[src/rtl/wtx_pkg.sv]
`default_nettype none
package wtx_pkg;
    // register indices; byte address on the bus is four times the index
    localparam logic [6:0] IDX_DIE_LIM = 7'h1a;
    localparam logic [6:0] IDX_FAN0 = 7'h1c;
    localparam logic [6:0] IDX_FAN1 = 7'h1d;
    localparam logic [6:0] IDX_FAN2 = 7'h1e;
    localparam logic [6:0] IDX_FAN3 = 7'h1f;
    localparam logic [6:0] IDX_TECH = 7'h20;
    localparam logic [6:0] IDX_MAXW_BASE = 7'h21;
    localparam logic [6:0] IDX_MAXW_ALT = 7'h22;
    localparam logic [6:0] IDX_MAXW_RES = 7'h23;
    localparam logic [6:0] IDX_COIL = 7'h40;
    localparam logic [6:0] IDX_PSTATE = 7'h41;
    localparam logic [6:0] IDX_NEG_TECH = 7'h42;
    localparam logic [6:0] IDX_AGREED = 7'h43;
    localparam logic [6:0] IDX_FOD = 7'h44;
    localparam logic [6:0] IDX_RX_PSTATE = 7'h45;
    localparam logic [6:0] IDX_FREQ = 7'h46;
    localparam logic [6:0] IDX_DUTY = 7'h48;
    localparam logic [6:0] IDX_VBR = 7'h4a;
    localparam logic [6:0] IDX_IBR = 7'h4c;
    localparam logic [6:0] IDX_COIL_V = 7'h4e;
    localparam logic [6:0] IDX_COIL_I = 7'h50;
    localparam logic [6:0] IDX_TCOIL = 7'h52;
    localparam logic [6:0] IDX_TDIE = 7'h54;
    localparam logic [6:0] IDX_PDC = 7'h56;
    localparam logic [6:0] IDX_GUARD = 7'h60;
    // guard status fields
    localparam int GST_ERR_BIT = 0;
    localparam int GST_HALT_BIT = 1;
    // technology bit count and field widths
    localparam int TECH_BITS = 5;
    localparam int FOD_BITS = 4;
    // reset values
    localparam logic [4:0] TECH_PERMIT_RST = 5'h1f;
    localparam logic [7:0] MAXW_RST = 8'hff;
    localparam logic [15:0] DIE_LIM_RST = 16'h0000;
    localparam logic [7:0] BYTE_RST = 8'h00;
    localparam logic [31:0] WORD_RST = 32'h0000_0000;
endpackage
`default_nettype wire

[src/rtl/wtx_guard_if.sv]
`default_nettype none
// limit, live die reading and clear go to the guard; verdict comes back
interface wtx_guard_if;
    logic [15:0] limit;
    logic [15:0] die_temp;
    logic err_clr;
    logic err;
    logic halt;
    modport guard (input limit, input die_temp, input err_clr, output err, output halt);
    modport bank (output limit, output die_temp, output err_clr, input err, input halt);
endinterface
`default_nettype wire

[src/rtl/wtx_temp_guard.sv]
`default_nettype none
module wtx_temp_guard (
    input wire logic clk_sys,
    input wire logic rst_n,
    wtx_guard_if.guard gif
);
    // whole state of the guard
    typedef struct packed {
        logic err;
        logic halt;
    } wtx_guard_t;

    wtx_guard_t q;
    wtx_guard_t d;
    logic over; // reading strictly above a nonzero limit

    ////////////////////////////////////////////////////////////////////////
    // comparison and sticky error
    always_comb begin
        d = q;
        over = (gif.limit != 16'h0000) && (gif.die_temp > gif.limit);
        // clear first, so a new trip in the same cycle wins
        if (gif.err_clr) begin
            d.err = 1'b0;
        end
        if (over) begin
            d.err = 1'b1;
        end
        // transfer stays halted while the error is latched
        d.halt = d.err;
    end

    always_ff @(posedge clk_sys) begin
        if (!rst_n) begin
            q <= '0;
        end else begin
            q <= d;
        end
    end

    assign gif.err = q.err;
    assign gif.halt = q.halt;

    ////////////////////////////////////////////////////////////////////////
    // checks
    AST_DIE_TRIP: assert property (@(posedge clk_sys) disable iff (!rst_n)
        (gif.limit != 16'h0000 && gif.die_temp > gif.limit) |=> (gif.err && gif.halt))
        else $error("over temperature did not halt transfer");
    AST_ZERO_LIMIT: assert property (@(posedge clk_sys) disable iff (!rst_n)
        (gif.limit == 16'h0000 && !gif.err) |=> !gif.err)
        else $error("zero limit still tripped");
endmodule
`default_nettype wire

[src/rtl/wtx_reg_bank.sv]
`default_nettype none
// How it works
// - halt and flag error above die limit
// - zero limit disables the die check
// - technology register reads hardware capability bits
// - technology permitted only if its permit bit is set (all set at reset) and capable
// - max power reads hardware, allowed is the smaller of the written value and the hardware figure
// - active coil index readable as binary
// - transmitter power state code readable
// - negotiated technology code readable
// - agreed power level readable in watts
// - foreign object methods bits readable
// - switching frequency readable, 100 Hz steps
// - duty cycle readable, 0.01 percent steps
// - bridge supply voltage readable in millivolts
// - bridge supply current readable in milliamps
// - coil thermistor temperature readable
module wtx_reg_bank #(
    parameter int TECHS = wtx_pkg::TECH_BITS,
    parameter int FODS = wtx_pkg::FOD_BITS
) (
    input wire logic CLK_SYS,
    input wire logic RSTN,
    input wire logic WB_CYC_I,
    input wire logic WB_STB_I,
    input wire logic WB_WE_I,
    input wire logic [8:0] WB_ADR_I,
    input wire logic [3:0] WB_SEL_I,
    input wire logic [31:0] WB_DAT_I,
    output logic [31:0] WB_DAT_O,
    output logic WB_ACK_O,
    input wire logic [TECHS-1:0] HW_CAPS,
    input wire logic [7:0] HW_MAXW_BASE,
    input wire logic [7:0] HW_MAXW_ALT,
    input wire logic [7:0] HW_MAXW_RES,
    input wire logic [7:0] ACTIVE_COIL,
    input wire logic [7:0] TX_POWER_STATE,
    input wire logic [7:0] NEGOTIATED_TECH,
    input wire logic [7:0] AGREED_WATTS,
    input wire logic [FODS-1:0] FOD_METHODS,
    input wire logic [15:0] SWITCHING_FREQUENCY,
    input wire logic [15:0] SWITCHING_DUTY,
    input wire logic [15:0] BRIDGE_MILLIVOLTS,
    input wire logic [15:0] BRIDGE_MILLIAMPS,
    input wire logic [15:0] COIL_PEAK_VOLTS,
    input wire logic [15:0] COIL_RMS_MILLIAMPS,
    input wire logic [15:0] COIL_TEMPERATURE,
    input wire logic [15:0] CHIP_TEMPERATURE,
    input wire logic [15:0] BRIDGE_INPUT_POWER,
    output logic [TECHS-1:0] TECH_ALLOW,
    output logic [7:0] MAXW_ALLOW_BASE,
    output logic [7:0] MAXW_ALLOW_ALT,
    output logic [7:0] MAXW_ALLOW_RES,
    output logic OVERTEMP_ERR,
    output logic TX_HALT
);
    // whole state of the bank
    typedef struct packed {
        logic ack;
        logic [31:0] dat;
        logic [7:0] snap;          // low byte held for the pair read
        logic [7:0] lim_stage;     // high byte of limit waiting for its low half
        logic [15:0] die_lim;
        logic [TECHS-1:0] permit;  // what software allows
        logic [7:0] maxw_base;
        logic [7:0] maxw_alt;
        logic [7:0] maxw_res;
        logic [3:0][7:0] fan;      // reserved bytes, kept so they read back
        logic err_clr;
        logic [TECHS-1:0] tech_allow;
        logic [7:0] allow_base;
        logic [7:0] allow_alt;
        logic [7:0] allow_res;
    } wtx_bank_t;

    wtx_bank_t q;
    wtx_bank_t d;
    wtx_guard_if gif ();
    logic req;      // bus request present
    logic [6:0] idx; // word index of the access
    logic [15:0] wide_now; // pair value at the addressed index

    ////////////////////////////////////////////////////////////////////////
    // decode helpers

    // sixteen-bit register whose high byte sits at this index
    function automatic logic pair_hi(input logic [6:0] i);
        pair_hi = (i == wtx_pkg::IDX_DIE_LIM) ||
                  (i >= wtx_pkg::IDX_FREQ && i <= wtx_pkg::IDX_PDC && !i[0]);
    endfunction

    // value of the sixteen-bit register starting at this index
    function automatic logic [15:0] wide_val(input logic [6:0] i);
        case (i)
            wtx_pkg::IDX_DIE_LIM: wide_val = q.die_lim;
            wtx_pkg::IDX_FREQ: wide_val = SWITCHING_FREQUENCY;
            wtx_pkg::IDX_DUTY: wide_val = SWITCHING_DUTY;
            wtx_pkg::IDX_VBR: wide_val = BRIDGE_MILLIVOLTS;
            wtx_pkg::IDX_IBR: wide_val = BRIDGE_MILLIAMPS;
            wtx_pkg::IDX_COIL_V: wide_val = COIL_PEAK_VOLTS;
            wtx_pkg::IDX_COIL_I: wide_val = COIL_RMS_MILLIAMPS;
            wtx_pkg::IDX_TCOIL: wide_val = COIL_TEMPERATURE;
            wtx_pkg::IDX_TDIE: wide_val = CHIP_TEMPERATURE;
            wtx_pkg::IDX_PDC: wide_val = BRIDGE_INPUT_POWER;
            default: wide_val = 16'h0000;
        endcase
    endfunction

    // smaller of the written cap and the hardware cap
    function automatic logic [7:0] cap(input logic [7:0] want, input logic [7:0] hw);
        cap = (want < hw) ? want : hw;
    endfunction

    // full read word for an index
    function automatic logic [31:0] read_word(input logic [6:0] i);
        logic [15:0] wv; // whole pair value, sliced below
        wv = wide_val(i);
        case (i)
            wtx_pkg::IDX_FAN0: read_word = {24'h000000, q.fan[0]};
            wtx_pkg::IDX_FAN1: read_word = {24'h000000, q.fan[1]};
            wtx_pkg::IDX_FAN2: read_word = {24'h000000, q.fan[2]};
            wtx_pkg::IDX_FAN3: read_word = {24'h000000, q.fan[3]};
            wtx_pkg::IDX_TECH: read_word = 32'(HW_CAPS);
            wtx_pkg::IDX_MAXW_BASE: read_word = {24'h000000, HW_MAXW_BASE};
            wtx_pkg::IDX_MAXW_ALT: read_word = {24'h000000, HW_MAXW_ALT};
            wtx_pkg::IDX_MAXW_RES: read_word = {24'h000000, HW_MAXW_RES};
            wtx_pkg::IDX_COIL: read_word = {24'h000000, ACTIVE_COIL};
            wtx_pkg::IDX_PSTATE: read_word = {24'h000000, TX_POWER_STATE};
            wtx_pkg::IDX_NEG_TECH: read_word = {24'h000000, NEGOTIATED_TECH};
            wtx_pkg::IDX_AGREED: read_word = {24'h000000, AGREED_WATTS};
            wtx_pkg::IDX_FOD: read_word = 32'(FOD_METHODS);
            wtx_pkg::IDX_GUARD: begin
                read_word = 32'h0000_0000;
                read_word[wtx_pkg::GST_ERR_BIT] = gif.err;
                read_word[wtx_pkg::GST_HALT_BIT] = gif.halt;
            end
            default: begin
                // pair halves; everything else, reserved receiver byte included, is zero
                if (pair_hi(i)) begin
                    read_word = {24'h000000, wv[15:8]};
                end else if (i[0] && pair_hi(i - 7'h01)) begin
                    read_word = {24'h000000, q.snap};
                end else begin
                    read_word = 32'h0000_0000;
                end
            end
        endcase
    endfunction

    ////////////////////////////////////////////////////////////////////////
    // bus slave and register update
    always_comb begin
        d = q;
        d.err_clr = 1'b0;
        req = WB_CYC_I && WB_STB_I;
        idx = WB_ADR_I[8:2];
        wide_now = wide_val(idx);
        // ack one cycle after the request, dropped the cycle after
        d.ack = req && !q.ack;
        if (req && !q.ack) begin
            d.dat = read_word(idx);
            // capture the low half with the high half, so no torn pair
            if (pair_hi(idx)) begin
                d.snap = wide_now[7:0];
            end
        end
        // writes take effect on the edge where the master sees ack
        if (req && q.ack && WB_WE_I && WB_SEL_I[0]) begin
            case (idx)
                wtx_pkg::IDX_DIE_LIM: d.lim_stage = WB_DAT_I[7:0];
                // low half commits both bytes at once, so the guard never sees half
                wtx_pkg::IDX_DIE_LIM + 7'h01: d.die_lim = {q.lim_stage, WB_DAT_I[7:0]};
                wtx_pkg::IDX_FAN0: d.fan[0] = WB_DAT_I[7:0];
                wtx_pkg::IDX_FAN1: d.fan[1] = WB_DAT_I[7:0];
                wtx_pkg::IDX_FAN2: d.fan[2] = WB_DAT_I[7:0];
                wtx_pkg::IDX_FAN3: d.fan[3] = WB_DAT_I[7:0];
                wtx_pkg::IDX_TECH: d.permit = WB_DAT_I[TECHS-1:0];
                wtx_pkg::IDX_MAXW_BASE: d.maxw_base = WB_DAT_I[7:0];
                wtx_pkg::IDX_MAXW_ALT: d.maxw_alt = WB_DAT_I[7:0];
                wtx_pkg::IDX_MAXW_RES: d.maxw_res = WB_DAT_I[7:0];
                // write one to the error bit to clear it
                wtx_pkg::IDX_GUARD: d.err_clr = WB_DAT_I[wtx_pkg::GST_ERR_BIT];
                default: d.err_clr = 1'b0;
            endcase
        end
        // permission needs capability too; follows capability changes live
        d.tech_allow = d.permit & HW_CAPS;
        d.allow_base = cap(d.maxw_base, HW_MAXW_BASE);
        d.allow_alt = cap(d.maxw_alt, HW_MAXW_ALT);
        d.allow_res = cap(d.maxw_res, HW_MAXW_RES);
    end

    // state register
    always_ff @(posedge CLK_SYS) begin
        if (!RSTN) begin
            q <= '0;
            q.die_lim <= wtx_pkg::DIE_LIM_RST;
            q.permit <= wtx_pkg::TECH_PERMIT_RST;
            q.maxw_base <= wtx_pkg::MAXW_RST;
            q.maxw_alt <= wtx_pkg::MAXW_RST;
            q.maxw_res <= wtx_pkg::MAXW_RST;
            q.dat <= wtx_pkg::WORD_RST;
            q.snap <= wtx_pkg::BYTE_RST;
        end else begin
            q <= d;
        end
    end

    ////////////////////////////////////////////////////////////////////////
    // die temperature guard
    assign gif.limit = q.die_lim;
    assign gif.die_temp = CHIP_TEMPERATURE;
    assign gif.err_clr = q.err_clr;

    wtx_temp_guard u_guard (
        .clk_sys(CLK_SYS),
        .rst_n(RSTN),
        .gif(gif.guard)
    );

    // outputs, all from flops
    assign WB_DAT_O = q.dat;
    assign WB_ACK_O = q.ack;
    assign TECH_ALLOW = q.tech_allow;
    assign MAXW_ALLOW_BASE = q.allow_base;
    assign MAXW_ALLOW_ALT = q.allow_alt;
    assign MAXW_ALLOW_RES = q.allow_res;
    assign OVERTEMP_ERR = gif.err;
    assign TX_HALT = gif.halt;

    ////////////////////////////////////////////////////////////////////////
    // checks
    AST_TECH_READ: assert property (@(posedge CLK_SYS) disable iff (!RSTN)
        (req && !q.ack && !WB_WE_I && idx == wtx_pkg::IDX_TECH)
        |=> (WB_ACK_O && WB_DAT_O == 32'($past(HW_CAPS))))
        else $error("technology read wrong");
    AST_TECH_GATE: assert property (@(posedge CLK_SYS) disable iff (!RSTN)
        (req && q.ack && WB_WE_I && WB_SEL_I[0] && idx == wtx_pkg::IDX_TECH)
        |=> (TECH_ALLOW == ($past(WB_DAT_I[TECHS-1:0]) & $past(HW_CAPS))))
        else $error("technology permit not gated by capability");
    AST_MAXW_CAP: assert property (@(posedge CLK_SYS) disable iff (!RSTN)
        (req && q.ack && WB_WE_I && WB_SEL_I[0] && idx == wtx_pkg::IDX_MAXW_BASE)
        |=> (MAXW_ALLOW_BASE <= $past(WB_DAT_I[7:0]) && MAXW_ALLOW_BASE <= $past(HW_MAXW_BASE)))
        else $error("allowed power exceeds request or hardware");
    AST_COIL_READ: assert property (@(posedge CLK_SYS) disable iff (!RSTN)
        (req && !q.ack && idx == wtx_pkg::IDX_COIL)
        |=> (WB_DAT_O == {24'h000000, $past(ACTIVE_COIL)}))
        else $error("active coil read wrong");
    AST_STATE_READ: assert property (@(posedge CLK_SYS) disable iff (!RSTN)
        (req && !q.ack && idx == wtx_pkg::IDX_PSTATE)
        |=> (WB_DAT_O == {24'h000000, $past(TX_POWER_STATE)}))
        else $error("power state read wrong");
    AST_NEG_READ: assert property (@(posedge CLK_SYS) disable iff (!RSTN)
        (req && !q.ack && idx == wtx_pkg::IDX_NEG_TECH)
        |=> (WB_DAT_O == {24'h000000, $past(NEGOTIATED_TECH)}))
        else $error("negotiated technology read wrong");
    AST_FOD_READ: assert property (@(posedge CLK_SYS) disable iff (!RSTN)
        (req && !q.ack && idx == wtx_pkg::IDX_FOD)
        |=> (WB_DAT_O == 32'($past(FOD_METHODS))))
        else $error("foreign object methods read wrong");
    AST_PAIR_HI: assert property (@(posedge CLK_SYS) disable iff (!RSTN)
        (req && !q.ack && idx == wtx_pkg::IDX_FREQ)
        |=> (WB_DAT_O[7:0] == $past(SWITCHING_FREQUENCY[15:8])
             && q.snap == $past(SWITCHING_FREQUENCY[7:0])))
        else $error("pair high read or capture wrong");
    AST_ACK_ONE: assert property (@(posedge CLK_SYS) disable iff (!RSTN)
        WB_ACK_O |=> !WB_ACK_O)
        else $error("ack held longer than one cycle");

    // agreed power byte passes through unchanged
    AST_AGREED_READ: assert property (@(posedge CLK_SYS) disable iff (!RSTN)
        (req && !q.ack && idx == wtx_pkg::IDX_AGREED)
        |=> (WB_DAT_O == {24'h000000, $past(AGREED_WATTS)}))
        else $error("agreed power read wrong");

    // frequency high half on the first read of its pair
    AST_FREQ_HI: assert property (@(posedge CLK_SYS) disable iff (!RSTN)
        (req && !q.ack && idx == wtx_pkg::IDX_FREQ)
        |=> (WB_DAT_O == {24'h000000, $past(SWITCHING_FREQUENCY[15:8])}))
        else $error("frequency high byte wrong");

    // duty high half
    AST_DUTY_HI: assert property (@(posedge CLK_SYS) disable iff (!RSTN)
        (req && !q.ack && idx == wtx_pkg::IDX_DUTY)
        |=> (WB_DAT_O == {24'h000000, $past(SWITCHING_DUTY[15:8])}))
        else $error("duty high byte wrong");

    // bridge voltage high half
    AST_VBR_HI: assert property (@(posedge CLK_SYS) disable iff (!RSTN)
        (req && !q.ack && idx == wtx_pkg::IDX_VBR)
        |=> (WB_DAT_O == {24'h000000, $past(BRIDGE_MILLIVOLTS[15:8])}))
        else $error("bridge voltage high byte wrong");

    // bridge current high half
    AST_IBR_HI: assert property (@(posedge CLK_SYS) disable iff (!RSTN)
        (req && !q.ack && idx == wtx_pkg::IDX_IBR)
        |=> (WB_DAT_O == {24'h000000, $past(BRIDGE_MILLIAMPS[15:8])}))
        else $error("bridge current high byte wrong");

    // coil thermistor high half
    AST_TCOIL_HI: assert property (@(posedge CLK_SYS) disable iff (!RSTN)
        (req && !q.ack && idx == wtx_pkg::IDX_TCOIL)
        |=> (WB_DAT_O == {24'h000000, $past(COIL_TEMPERATURE[15:8])}))
        else $error("coil temperature high byte wrong");

    // die reading low half frozen together with its high half
    AST_TDIE_SNAP: assert property (@(posedge CLK_SYS) disable iff (!RSTN)
        (req && !q.ack && idx == wtx_pkg::IDX_TDIE)
        |=> (q.snap == $past(CHIP_TEMPERATURE[7:0])))
        else $error("die low byte not captured");

    // held low byte never drifts between taken requests
    AST_SNAP_HOLD: assert property (@(posedge CLK_SYS) disable iff (!RSTN)
        !(req && !q.ack)
        |=> $stable(q.snap))
        else $error("held low byte changed outside a read");

    // limit moves only when its low half is written
    AST_LIMIT_COMMIT: assert property (@(posedge CLK_SYS) disable iff (!RSTN)
        !(req && q.ack && WB_WE_I && WB_SEL_I[0] && idx == wtx_pkg::IDX_DIE_LIM + 7'h01)
        |=> $stable(q.die_lim))
        else $error("limit changed without its low half");

    // no technology enabled without hardware capability
    AST_TECH_CAP: assert property (@(posedge CLK_SYS) disable iff (!RSTN)
        1'b1
        |=> ((TECH_ALLOW & ~$past(HW_CAPS)) == '0))
        else $error("technology allowed without capability");

    // allowed power never above what the hardware supports
    AST_MAXW_HW: assert property (@(posedge CLK_SYS) disable iff (!RSTN)
        1'b1 |=> (MAXW_ALLOW_BASE <= $past(HW_MAXW_BASE) && MAXW_ALLOW_ALT <= $past(HW_MAXW_ALT)
             && MAXW_ALLOW_RES <= $past(HW_MAXW_RES)))
        else $error("allowed power above hardware maximum");

    // guard status word mirrors the error and halt outputs
    AST_GUARD_READ: assert property (@(posedge CLK_SYS) disable iff (!RSTN)
        (req && !q.ack && idx == wtx_pkg::IDX_GUARD)
        |=> (WB_DAT_O[wtx_pkg::GST_ERR_BIT] == $past(OVERTEMP_ERR)
             && WB_DAT_O[wtx_pkg::GST_HALT_BIT] == $past(TX_HALT)))
        else $error("guard status read wrong");

    // unmapped index reads as zero
    AST_UNMAPPED_ZERO: assert property (@(posedge CLK_SYS) disable iff (!RSTN)
        (req && !q.ack && idx == 7'h7f)
        |=> (WB_DAT_O == 32'h0000_0000))
        else $error("unmapped read not zero");
endmodule
`default_nettype wire

[config.mk]
export PLATFORM = sky130hd
export DESIGN_NAME = wtx_reg_bank
export DESIGN_NICKNAME = d
export VERILOG_FILES = /design/src/rtl/wtx_pkg.sv /design/src/rtl/wtx_guard_if.sv /design/src/rtl/wtx_temp_guard.sv /design/src/rtl/wtx_reg_bank.sv
export SDC_FILE = /design/constraint.sdc
export NUM_CORES = 1
export LEC_CHECK = 0
export ABC_AREA = 1
export BUFFER_PORTS_ARGS = -buffer_cell sky130_fd_sc_hd__buf_2
export CORE_ASPECT_RATIO = 1.5
export CORE_UTILIZATION = 30
export CTS_BUF_LIST = sky130_fd_sc_hd__clkbuf_2 sky130_fd_sc_hd__clkbuf_4 sky130_fd_sc_hd__clkbuf_8
export DETAILED_ROUTE_END_ITERATION = 12
export PLACE_DENSITY = 0.5
export SYNTH_ARGS = -nofsm -noshare
export SYNTH_HDL_FRONTEND = slang
export SYNTH_SLANG_ARGS = --single-unit
[constraint.sdc]
create_clock -name CLK_SYS -period 3.87 [get_ports CLK_SYS]
set_input_delay 0 -clock CLK_SYS [delete_from_list [all_inputs] [get_ports CLK_SYS]]
set_output_delay 0 -clock CLK_SYS [all_outputs]
set_load 0.05 [all_outputs]
==> results of run 1 <==
## worst register-to-register path: stages, from the launching register on
cell and delay, ns:
dfxtp_1 0.35, nand3_1 0.07, nor2_1 0.09, buf_4 0.20
nand3_1 0.13, inv_1 0.31, nand2_1 0.08, o21ai_0 0.19
inv_1 0.09, ha_1 0.30, a21oi_1 0.13, nor2_1 0.05
a211oi_1 0.19, buf_4 0.25, nand3_1 0.10, nand2_1 0.08
nor2_1 0.04
## cell usage in the layout (no fill, tap or decap), types with 8 or more instances in the layout
cell type      instances
buf_2                269
o21ai_0               96
nand4_1               13
nand2_1              428
conb_1                24
ha_1                  41
buf_4                 14
nand3_1              104
dlygate4sd3_1         50
dfxtp_1              133
clkinv_1               8
nor2_1               138
a21oi_1              122
inv_1                130
clkbuf_8              18
## routing by layer
metal	GRT usage (%)	vias up
li1	-	4957
met1	24.3	4395
met2	47.0	330
met3	3.81	57
met4	13.4	0
met5	0	-
## report_power, final
group | switching (mW) | internal, mW | leakage, nW | total [mW]
clock network | 0.599 | 0.526 | 0.189 | 1.13
logic | 0.391 | 0.199 | 4.07 | 0.590
registers | 0.00651 | 1.39 | 1.08 | 1.40
total | 0.997 | 2.12 | 5.34 | 3.12
## worst paths after layout
check	start	slack [ns]	to	cells after the start
min	SWITCHING_DUTY[6]	0.02	q[121]	5
max	WB_ADR_I[7]	0.85	q[115]	12
min reg2reg	q[111]	0.44	gif.limit[12]	2
max reg2reg	WB_ACK_O	1.11	MAXW_ALLOW_RES[5]	16
## cell type report
cell class                 count  share of cell area [%]
clock buffer                  19                    2.33
timing repair buffer         333                    17.8
multi-input combinational   1033                    45.2
antenna                        3                  0.0684
clock inverter                12                   0.970
sequential                   133                    24.3
tap                          390                    4.45
inverter                     145                    4.96
## cells by family after synthesis
family / share of synthesized area (%)
fa+ha+maj: 5.86
compound gates: 15.2
buf+inv: 14.2
flops: 30.4
simple gates: 34.3
other cells: 0.0428
## registers in the layout, summed over array words and instances, names as in the netlist
signal	cells
MAXW_ALLOW_BASE	8
WB_ACK_O	1
gif.limit	16
TECH_ALLOW	5
u_guard.gif.err	1
MAXW_ALLOW_RES	8
WB_DAT_O	8
gif.err_clr	1
MAXW_ALLOW_ALT	8
q	77
==> results.json, run 1 <==
{
  "fillerInstances": 3296,
  "power_mw": 3.12,
  "drive_gt1_share_pct": 20.5,
  "hold_slack_ns": 0.0194,
  "pre_cts_slack_ns": 0.970,
  "fp.dieArea_um2": 29900,
  "layout.cells.non_filler": 2068,
  "finish.net_count": 1963,
  "drt-initial-drc-count": 393,
  "hold_buffers": 50,
  "fin_skew_ns": 0.0146,
  "synth_cells": 1399,
  "cts_tree": "done",
  "clock-root-buffer": "clkbuf_8",
  "final_core_utilization_pct": 38.2,
  "finalCriticalPeriod_ns": 3.02,
  "gp_congestion": 0.898,
  "io_buffers": 269,
  "power_leakage_nw": 5.34,
  "synth_common_cells": "nand2_1, nor2_1, dfxtp_1",
  "cts_setup_buffers": 0,
  "grt_pass1_wl_um": 53100,
  "critPathBufInv": 4,
  "maxCapViolations": 0,
  "pin_count": 323,
  "yosys_register_bits": 133,
  "yosysMostFrequentCell": "nand2_1",
  "cts-resized-gates": 0,
  "dr_wl_met2_um": 19100,
  "area_growth_pct": 25.3,
  "wl_per_cell_um": 17.4,
  "wl_met1_um": 13500,
  "final.setup.tns_ns": 0,
  "synth_top_cell_by_area": "dfxtp_1",
  "postLayoutCellArea_um2": 11000,
  "cpPeakStageDelay_ns": 0.59,
  "path_cells": "dlygate4sd3_1 -> buf_2 -> inv_2 -> nand2_1 -> nor2_2 -> nand3_1 -> o211ai_1 -> o21ai_2 -> nor2_4 -> o31ai_1 -> dlygate4sd3_1 -> a21oi_1",
  "cp_top_family": "buffers and inverters",
  "hold_class": "input pin to flop",
  "rsz0062_at_grt": "no",
  "crit_slowest_cell": "dlygate4sd3_1",
  "worstSkewPairLatency_ns": 0.48,
  "synth_cell_types": 40,
  "clk_pin_slew_ns": 0.08,
  "ir_worst_vdd_v": 0.000212,
  "setup_viol": 0,
  "drt_first_pass_iters": 5,
  "yosysWarnings": 0,
  "post_dp_cell_area_um2": 10100,
  "overflow": 0,
  "wl_met3_um": 1650,
  "final_antenna_net_count": 0,
  "cp.required_ns": 4.27,
  "yosysSeqAreaShare_pct": 30.4,
  "crit_top_cell": "dlygate4sd3_1",
  "grt_usage_pct": 24.2,
  "wl_um": 36000,
  "avgSynthCellArea_um2": 6.26,
  "drc": 0,
  "clock-sinks": 133,
  "synth_area_leaders": "dfxtp_1, nand2_1, a21oi_1",
  "relSlewSlack_pct": 36.8,
  "cts.path.max_buffers": 2,
  "die_h_um": 211,
  "async_reset_ff_share_pct": 0,
  "num_vias": 9739,
  "power_density_nw_per_um2": 284,
  "worstPathMaxFanout": 13,
  "core_um2": 28700,
  "grt_max_degree": 53,
  "max_clock_freq_ghz": 0.331,
  "path_class": "input pin to flop",
  "tightest_slew_ns": 0.944,
  "layout_setup_ws_ns": 0.852,
  "num_rows": 76,
  "status": "complete, no violations",
  "multiInputGateArea_um2": 4950,
  "routed.top_layer": "met4",
  "yosysTopAreaCellShare_pct": 30.4,
  "synth_edf_count": 0,
  "hold_viol_final": 0,
  "antenna_found_initial": 2,
  "dieWidth_um": 141,
  "start_kind": "input pin",
  "htreeDepth": 4,
  "initial_core_util_pct": 30.5,
  "synthFlopType": "dfxtp_1",
  "dp_hpwl_um": 28300,
  "regArea_um2": 2660,
  "numPlacedInstances": 1984,
  "cts_made_buffers": 17,
  "cp-end-kind": "flop",
  "routed_via_density": 4.71,
  "finalMaxSlewViolations": 0,
  "syn_area_um2": 8760,
  "critPathArrivalTime_ns": 3.42,
  "grt_pass1_vias": 9343,
  "fin_crit_sh_pct": 78.0
}
Power figures use the tool's default switching activity.
==> inputs of run 2 (changes only) <==
==> constraint.sdc (replaced) <==
create_clock -name CLK_SYS -period 2.8 [get_ports CLK_SYS]
set_input_delay 0 -clock CLK_SYS [delete_from_list [all_inputs] [get_ports CLK_SYS]]
set_output_delay 0 -clock CLK_SYS [all_outputs]
set_load 0.05 [all_outputs]
==> run 2 against run 1 <==
Effect of this change:
- first-iteration DRC count rose by 38%
- critical path depth increased by 2
- design area is 3.0% higher
- final cell count is 1.6% higher
- via count grew 1.5%
- setup slack got worse by 0.65 ns
- sequential share of layout area shrank 0.69 points
- die area did not move
- core utilization is 1.1 points higher
- critical path type unchanged
- critical endpoint unchanged
- largest power group unchanged
- highest routed layer unchanged
==> results.json, run 2 (synthesis results as in run 1) <==
{
  "cts_tree": "done",
  "cp.required_ns": 3.11,
  "wl_per_cell_um": 16.8,
  "overflow": 0,
  "layout_setup_ws_ns": 0.205,
  "routed_via_density": 4.70,
  "initial_core_util_pct": 30.5,
  "swShare_pct": 31.3,
  "pre_cts_slack_ns": -0.00567,
  "num_rows": 76,
  "largest_register_ffs": 77,
  "relSlewSlack_pct": 31.1,
  "fp.dieArea_um2": 29900,
  "cts_made_buffers": 17,
  "path_class": "input pin to flop",
  "cp-end-kind": "flop",
  "power_leakage_nw": 5.53,
  "drc": 0,
  "cp_top_family": "buffers and inverters",
  "dieWidth_um": 141,
  "grt_max_degree": 105,
  "fin_skew_ns": 0.0172,
  "final_common_cell": "nand2_1",
  "worstPathMaxFanout": 9,
  "switchingPower_mw": 1.39,
  "drt-initial-drc-count": 542,
  "finish.net_count": 1997,
  "hold_viol_final": 0,
  "drive_gt1_share_pct": 22.7,
  "path_cells": "dlygate4sd3_1 -> buf_2 -> inv_2 -> nand3_4 -> inv_2 -> nand2_1 -> inv_1 -> buf_4 -> nand2_1 -> nand3_1 -> dlygate4sd3_1 -> o31ai_1 -> dlygate4sd3_1 -> a21oi_1",
  "clock-root-buffer": "clkbuf_8",
  "num_vias": 9889,
  "gp_congestion": 0.926,
  "hold_end": "q[114]",
  "worstHoldStart": "WB_DAT_I[7]",
  "hold_class": "input pin to flop",
  "drt_first_pass_iters": 5,
  "grt_pass1_vias": 9481,
  "ir_worst_vdd_v": 0.000280,
  "wl_um": 35200,
  "top_register": "q",
  "clk_pin_slew_ns": 0.08,
  "r2r_start": "WB_ACK_O",
  "core_um2": 28700,
  "start_kind": "input pin",
  "whs_path_depth": 3,
  "fin_crit_sh_pct": 92.7,
  "reg2regPathDepth": 15,
  "final_antenna_net_count": 0,
  "grt_pass1_wl_um": 52000,
  "pin_count": 323,
  "status": "complete, no violations",
  "power_density_nw_per_um2": 393,
  "clock_power_share_pct": 37.8,
  "crit_top_cell": "dlygate4sd3_1",
  "area_growth_pct": 29.0,
  "r2r_slack_ns": 0.27,
  "antenna_found_initial": 2,
  "reg2reg_to": "MAXW_ALLOW_ALT[6]",
  "final.setup.tns_ns": 0,
  "worstSkewPairLatency_ns": 0.47,
  "dp_hpwl_um": 27900,
  "critPathBufInv": 8,
  "clock-sinks": 133,
  "p_comb_share_pct": 18.6,
  "cts.path.max_buffers": 2,
  "crit_slowest_cell": "dlygate4sd3_1",
  "cpPeakStageDelay_ns": 0.59,
  "critPathArrivalTime_ns": 2.91,
  "setup_viol": 0,
  "htreeDepth": 4,
  "max_clock_freq_ghz": 0.385,
  "finalMaxSlewViolations": 0,
  "die_h_um": 211,
  "power_frac_seq_pct": 43.7,
  "tightest_slew_ns": 1.03,
  "mostFrequentLayoutCells": "nand2_1, buf_2, nor2_1",
  "grt_usage_pct": 23.4,
  "finalCriticalPeriod_ns": 2.60,
  "io_buffers": 269,
  "p_int_mw": 3.05,
  "maxCapViolations": 0
}
run 2: cell count changes in the layout (fill, tap and decap cells not counted), sizes merged:
| cell | previous run | this run |
|---|---|---|
| buf | 283 | 317 |
| clkinv | 17 | 13 |
| inv | 138 | 141 |
| bufinv | 1 | 2 |
| clkinvlp | 1 | 2 |
| diode | 3 | 2 |
run 2: cell type report:
| class | count | area [um2] |
|---|---|---|
| fill | 3240 | 17400 |
| multi-input combinational | 1033 | 4980 |
| sequential | 133 | 2660 |
| timing repair buffer | 367 | 2210 |
| inverter | 145 | 548 |
| tap | 390 | 488 |
| clock buffer | 19 | 255 |
| clock inverter | 13 | 144 |
| antenna | 2 | 5.00 |
run 2: metrics by stage:
stage	total power, mW	hold slack, ns	instance area [um2]	util [%]	cells
floorplan	2.50	0.112	8860	-	1422
global placement	2.75	0.250	10300	35.9	2011
detailed placement	2.75	0.249	10300	35.9	2011
CTS	4.49	0.00311	11200	39.1	2093
global route	4.63	0.0270	11300	39.3	2102
finish	4.43	0.0162	11300	39.3	2102
run 2: power groups by stage:
stage	Combinational, mW	Sequential, mW	Clock, mW
2_1_floorplan	0.516	1.98	0
3_5_place_dp	0.773	1.98	0
6_report	0.824	1.94	1.67
4_1_cts	0.823	1.94	1.73
3_3_place_gp	0.769	1.98	0
5_1_grt	0.897	1.94	1.79
run 2: how the worst max path moves through the flow:
stage | from | to | slack, ns | cells past startpoint
6_report | WB_ADR_I[7] | q[115] | 0.20 | 14
5_1_grt | WB_ACK_O | MAXW_ALLOW_ALT[5] | -0.004 | 15
3_3_place_gp | WB_ACK_O | MAXW_ALLOW_ALT[1] | 0.12 | 16
3_5_place_dp | WB_ACK_O | MAXW_ALLOW_ALT[6] | -0.006 | 15
2_1_floorplan | WB_ACK_O | MAXW_ALLOW_BASE[5] | 0.05 | 16
4_1_cts | WB_ACK_O | MAXW_ALLOW_ALT[6] | 0.005 | 16
run 2: metal layers:
layer,vias to the layer above,track usage (%),wire length [um]
met2,332,45.2,18500
li1,5018,-,-
met4,0,13.7,1880
met5,-,0,0
met3,66,3.54,1730
met1,4473,23.5,13100
run 2: tightest hold or removal path, delay by kind of cell:
family,cells,cell delay [ns]
buffers and inverters,2,0.33
AOI/OAI and AO/OA,1,0.10
run 2: repair_timing:
action / in CTS / in global routing
hold endpoints to repair: 53 / 0
gates resized for setup: 0 / 7
buffers inserted: 0 / 7
setup endpoints to repair: 0 / 25
hold buffers: 50 / 0
==> inputs of run 3 (changes only) <==
--- a/config.mk
+++ b/config.mk
@@ -12,6 +12,7 @@
 export CTS_BUF_LIST = sky130_fd_sc_hd__clkbuf_2 sky130_fd_sc_hd__clkbuf_4 sky130_fd_sc_hd__clkbuf_8
 export DETAILED_ROUTE_END_ITERATION = 12
 export PLACE_DENSITY = 0.5
+export RECOVER_POWER = 50
 export SYNTH_ARGS = -nofsm -noshare
 export SYNTH_HDL_FRONTEND = slang
 export SYNTH_SLANG_ARGS = --single-unit
==> run 3 against run 2 <==
Effect of this change:
- via count about the same
- sequential cell count unchanged
- count of clock-buffer cells in the layout unchanged
- clock skew about the same
- global-route usage unchanged
- final cell count unchanged
- critical path type unchanged
- highest routed layer unchanged
==> results.json, run 3 (synthesis results as in run 1) <==
{
  "status": "complete, no violations",
  "fp.dieArea_um2": 29900,
  "clk_pin_slew_ns": 0.08,
  "r2r_start": "WB_ACK_O",
  "drt-initial-drc-count": 553,
  "fillerInstances": 3252,
  "area_growth_pct": 28.6,
  "multiInputGateArea_um2": 4980,
  "reg2regPathDepth": 15,
  "layout_setup_ws_ns": 0.210,
  "cts.path.max_buffers": 2,
  "largest_register_ffs": 77,
  "power_leakage_nw": 5.43,
  "p_comb_share_pct": 18.4,
  "swShare_pct": 31.3,
  "htreeDepth": 4,
  "relSlewSlack_pct": 30.7,
  "pin_count": 323,
  "cts_tree": "done",
  "reg2reg_to": "MAXW_ALLOW_ALT[6]",
  "p_int_mw": 3.04,
  "tightest_slew_ns": 1.04,
  "grt_pass1_wl_um": 52000,
  "io_buffers": 269,
  "grt_max_degree": 105,
  "cts_made_buffers": 17,
  "hold_viol_final": 0,
  "routed_via_density": 4.71,
  "final_antenna_net_count": 0,
  "mostFrequentLayoutCells": "nand2_1, buf_2, nor2_1",
  "max_clock_freq_ghz": 0.386,
  "worstPathMaxFanout": 9,
  "wl_per_cell_um": 16.8,
  "worstSkewPairLatency_ns": 0.47,
  "grt_pass1_vias": 9481,
  "initial_core_util_pct": 30.5,
  "postLayoutCellArea_um2": 11300,
  "dp_hpwl_um": 27900,
  "finish.net_count": 1997,
  "finalMaxSlewViolations": 0,
  "critPathArrivalTime_ns": 2.90,
  "final.setup.tns_ns": 0,
  "post_dp_cell_area_um2": 10300,
  "setup_viol": 0,
  "cp.required_ns": 3.11,
  "core_um2": 28700,
  "top_register": "q",
  "path_class": "input pin to flop",
  "whs_path_depth": 3,
  "clock-sinks": 133,
  "finalCriticalPeriod_ns": 2.59,
  "hold_end": "q[114]",
  "worstHoldStart": "WB_DAT_I[7]",
  "switchingPower_mw": 1.39,
  "maxCapViolations": 0,
  "power_frac_seq_pct": 43.8,
  "pre_cts_slack_ns": -0.00567,
  "drt_first_pass_iters": 5,
  "ir_worst_vdd_v": 0.000280,
  "num_vias": 9897,
  "drc": 0,
  "overflow": 0,
  "final_common_cell": "nand2_1",
  "fin_skew_ns": 0.0171,
  "regArea_um2": 2660,
  "start_kind": "input pin",
  "die_h_um": 211,
  "wl_um": 35200,
  "hold_class": "input pin to flop",
  "cp-end-kind": "flop",
  "dieWidth_um": 141,
  "antenna_found_initial": 2,
  "clock_power_share_pct": 37.8,
  "grt_usage_pct": 23.4,
  "gp_congestion": 0.926,
  "r2r_slack_ns": 0.27,
  "fin_crit_sh_pct": 92.5,
  "clock-root-buffer": "clkbuf_8",
  "power_density_nw_per_um2": 393,
  "num_rows": 76,
  "drive_gt1_share_pct": 21.1
}
## run 3: cell types whose count changed in the layout (fill, tap and decap cells not counted)
cell / previous run / this run
buf_2: 269 / 241
clkbuf_1: 0 / 28
## run 3: timing repair
action / 4_1_cts / 5_1_grt
endpoints found under the hold margin: 53 / 0
resized for setup: 0 / 7
setup buffers: 0 / 7
hold buffers: 50 / 0
setup endpoints to repair: 0 / 25
## run 3: layout make-up
class,count,area share (%)
clock buffer,19,2.27
clock inverter,13,1.28
antenna,2,0.0444
tap,390,4.33
inverter,145,4.87
multi-input combinational,1033,44.3
timing repair buffer,367,19.3
sequential,133,23.7
## run 3: worst max-delay path by stage
| stage | from | end | slack (ns) |
|---|---|---|---|
| floorplan | WB_ACK_O | MAXW_ALLOW_BASE[5] | 0.05 |
| global placement | WB_ACK_O | MAXW_ALLOW_ALT[1] | 0.12 |
| detailed placement | WB_ACK_O | MAXW_ALLOW_ALT[6] | -0.006 |
| CTS | WB_ACK_O | MAXW_ALLOW_ALT[6] | 0.005 |
| global route | WB_ACK_O | MAXW_ALLOW_ALT[5] | -0.004 |
| finish | WB_ADR_I[7] | q[115] | 0.21 |
## run 3: power groups by stage
stage,registers (mW),clock network (mW),logic [mW]
floorplan,1.98,0,0.516
global placement,1.98,0,0.769
detailed placement,1.98,0,0.773
CTS,1.94,1.73,0.823
global route,1.94,1.79,0.890
finish,1.94,1.67,0.816
## run 3: metal layers
| metal | GRT usage (%) | vias up | share of wire, % |
|---|---|---|---|
| li1 | - | 5019 | - |
| met1 | 23.5 | 4461 | 37 |
| met2 | 45.2 | 349 | 52 |
| met3 | 3.54 | 68 | 5.1 |
| met4 | 13.7 | 0 | 5.4 |
| met5 | 0 | - | 0 |
## run 3: critical path, cell delays in order
cell           delay (ns)
dlygate4sd3_1        0.55
buf_2                0.16
inv_2                0.09
nand3_4              0.09
inv_2                0.04
nand2_1              0.07
inv_1                0.13
buf_4                0.20
nand2_1              0.07
nand3_1              0.05
dlygate4sd3_1        0.55
o31ai_1              0.24
dlygate4sd3_1        0.59
a21oi_1              0.06
## run 3: stage by stage
step           utilization [%]  hold slack (ns)  total power [mW]  std cells
3_5_place_dp              35.9            0.249              2.75       2011
5_1_grt                   39.2           0.0270              4.62       2102
4_1_cts                   39.1          0.00311              4.49       2093
2_1_floorplan                -            0.112              2.50       1422
3_3_place_gp              35.9            0.250              2.75       2011
6_report                  39.2           0.0171              4.43       2102
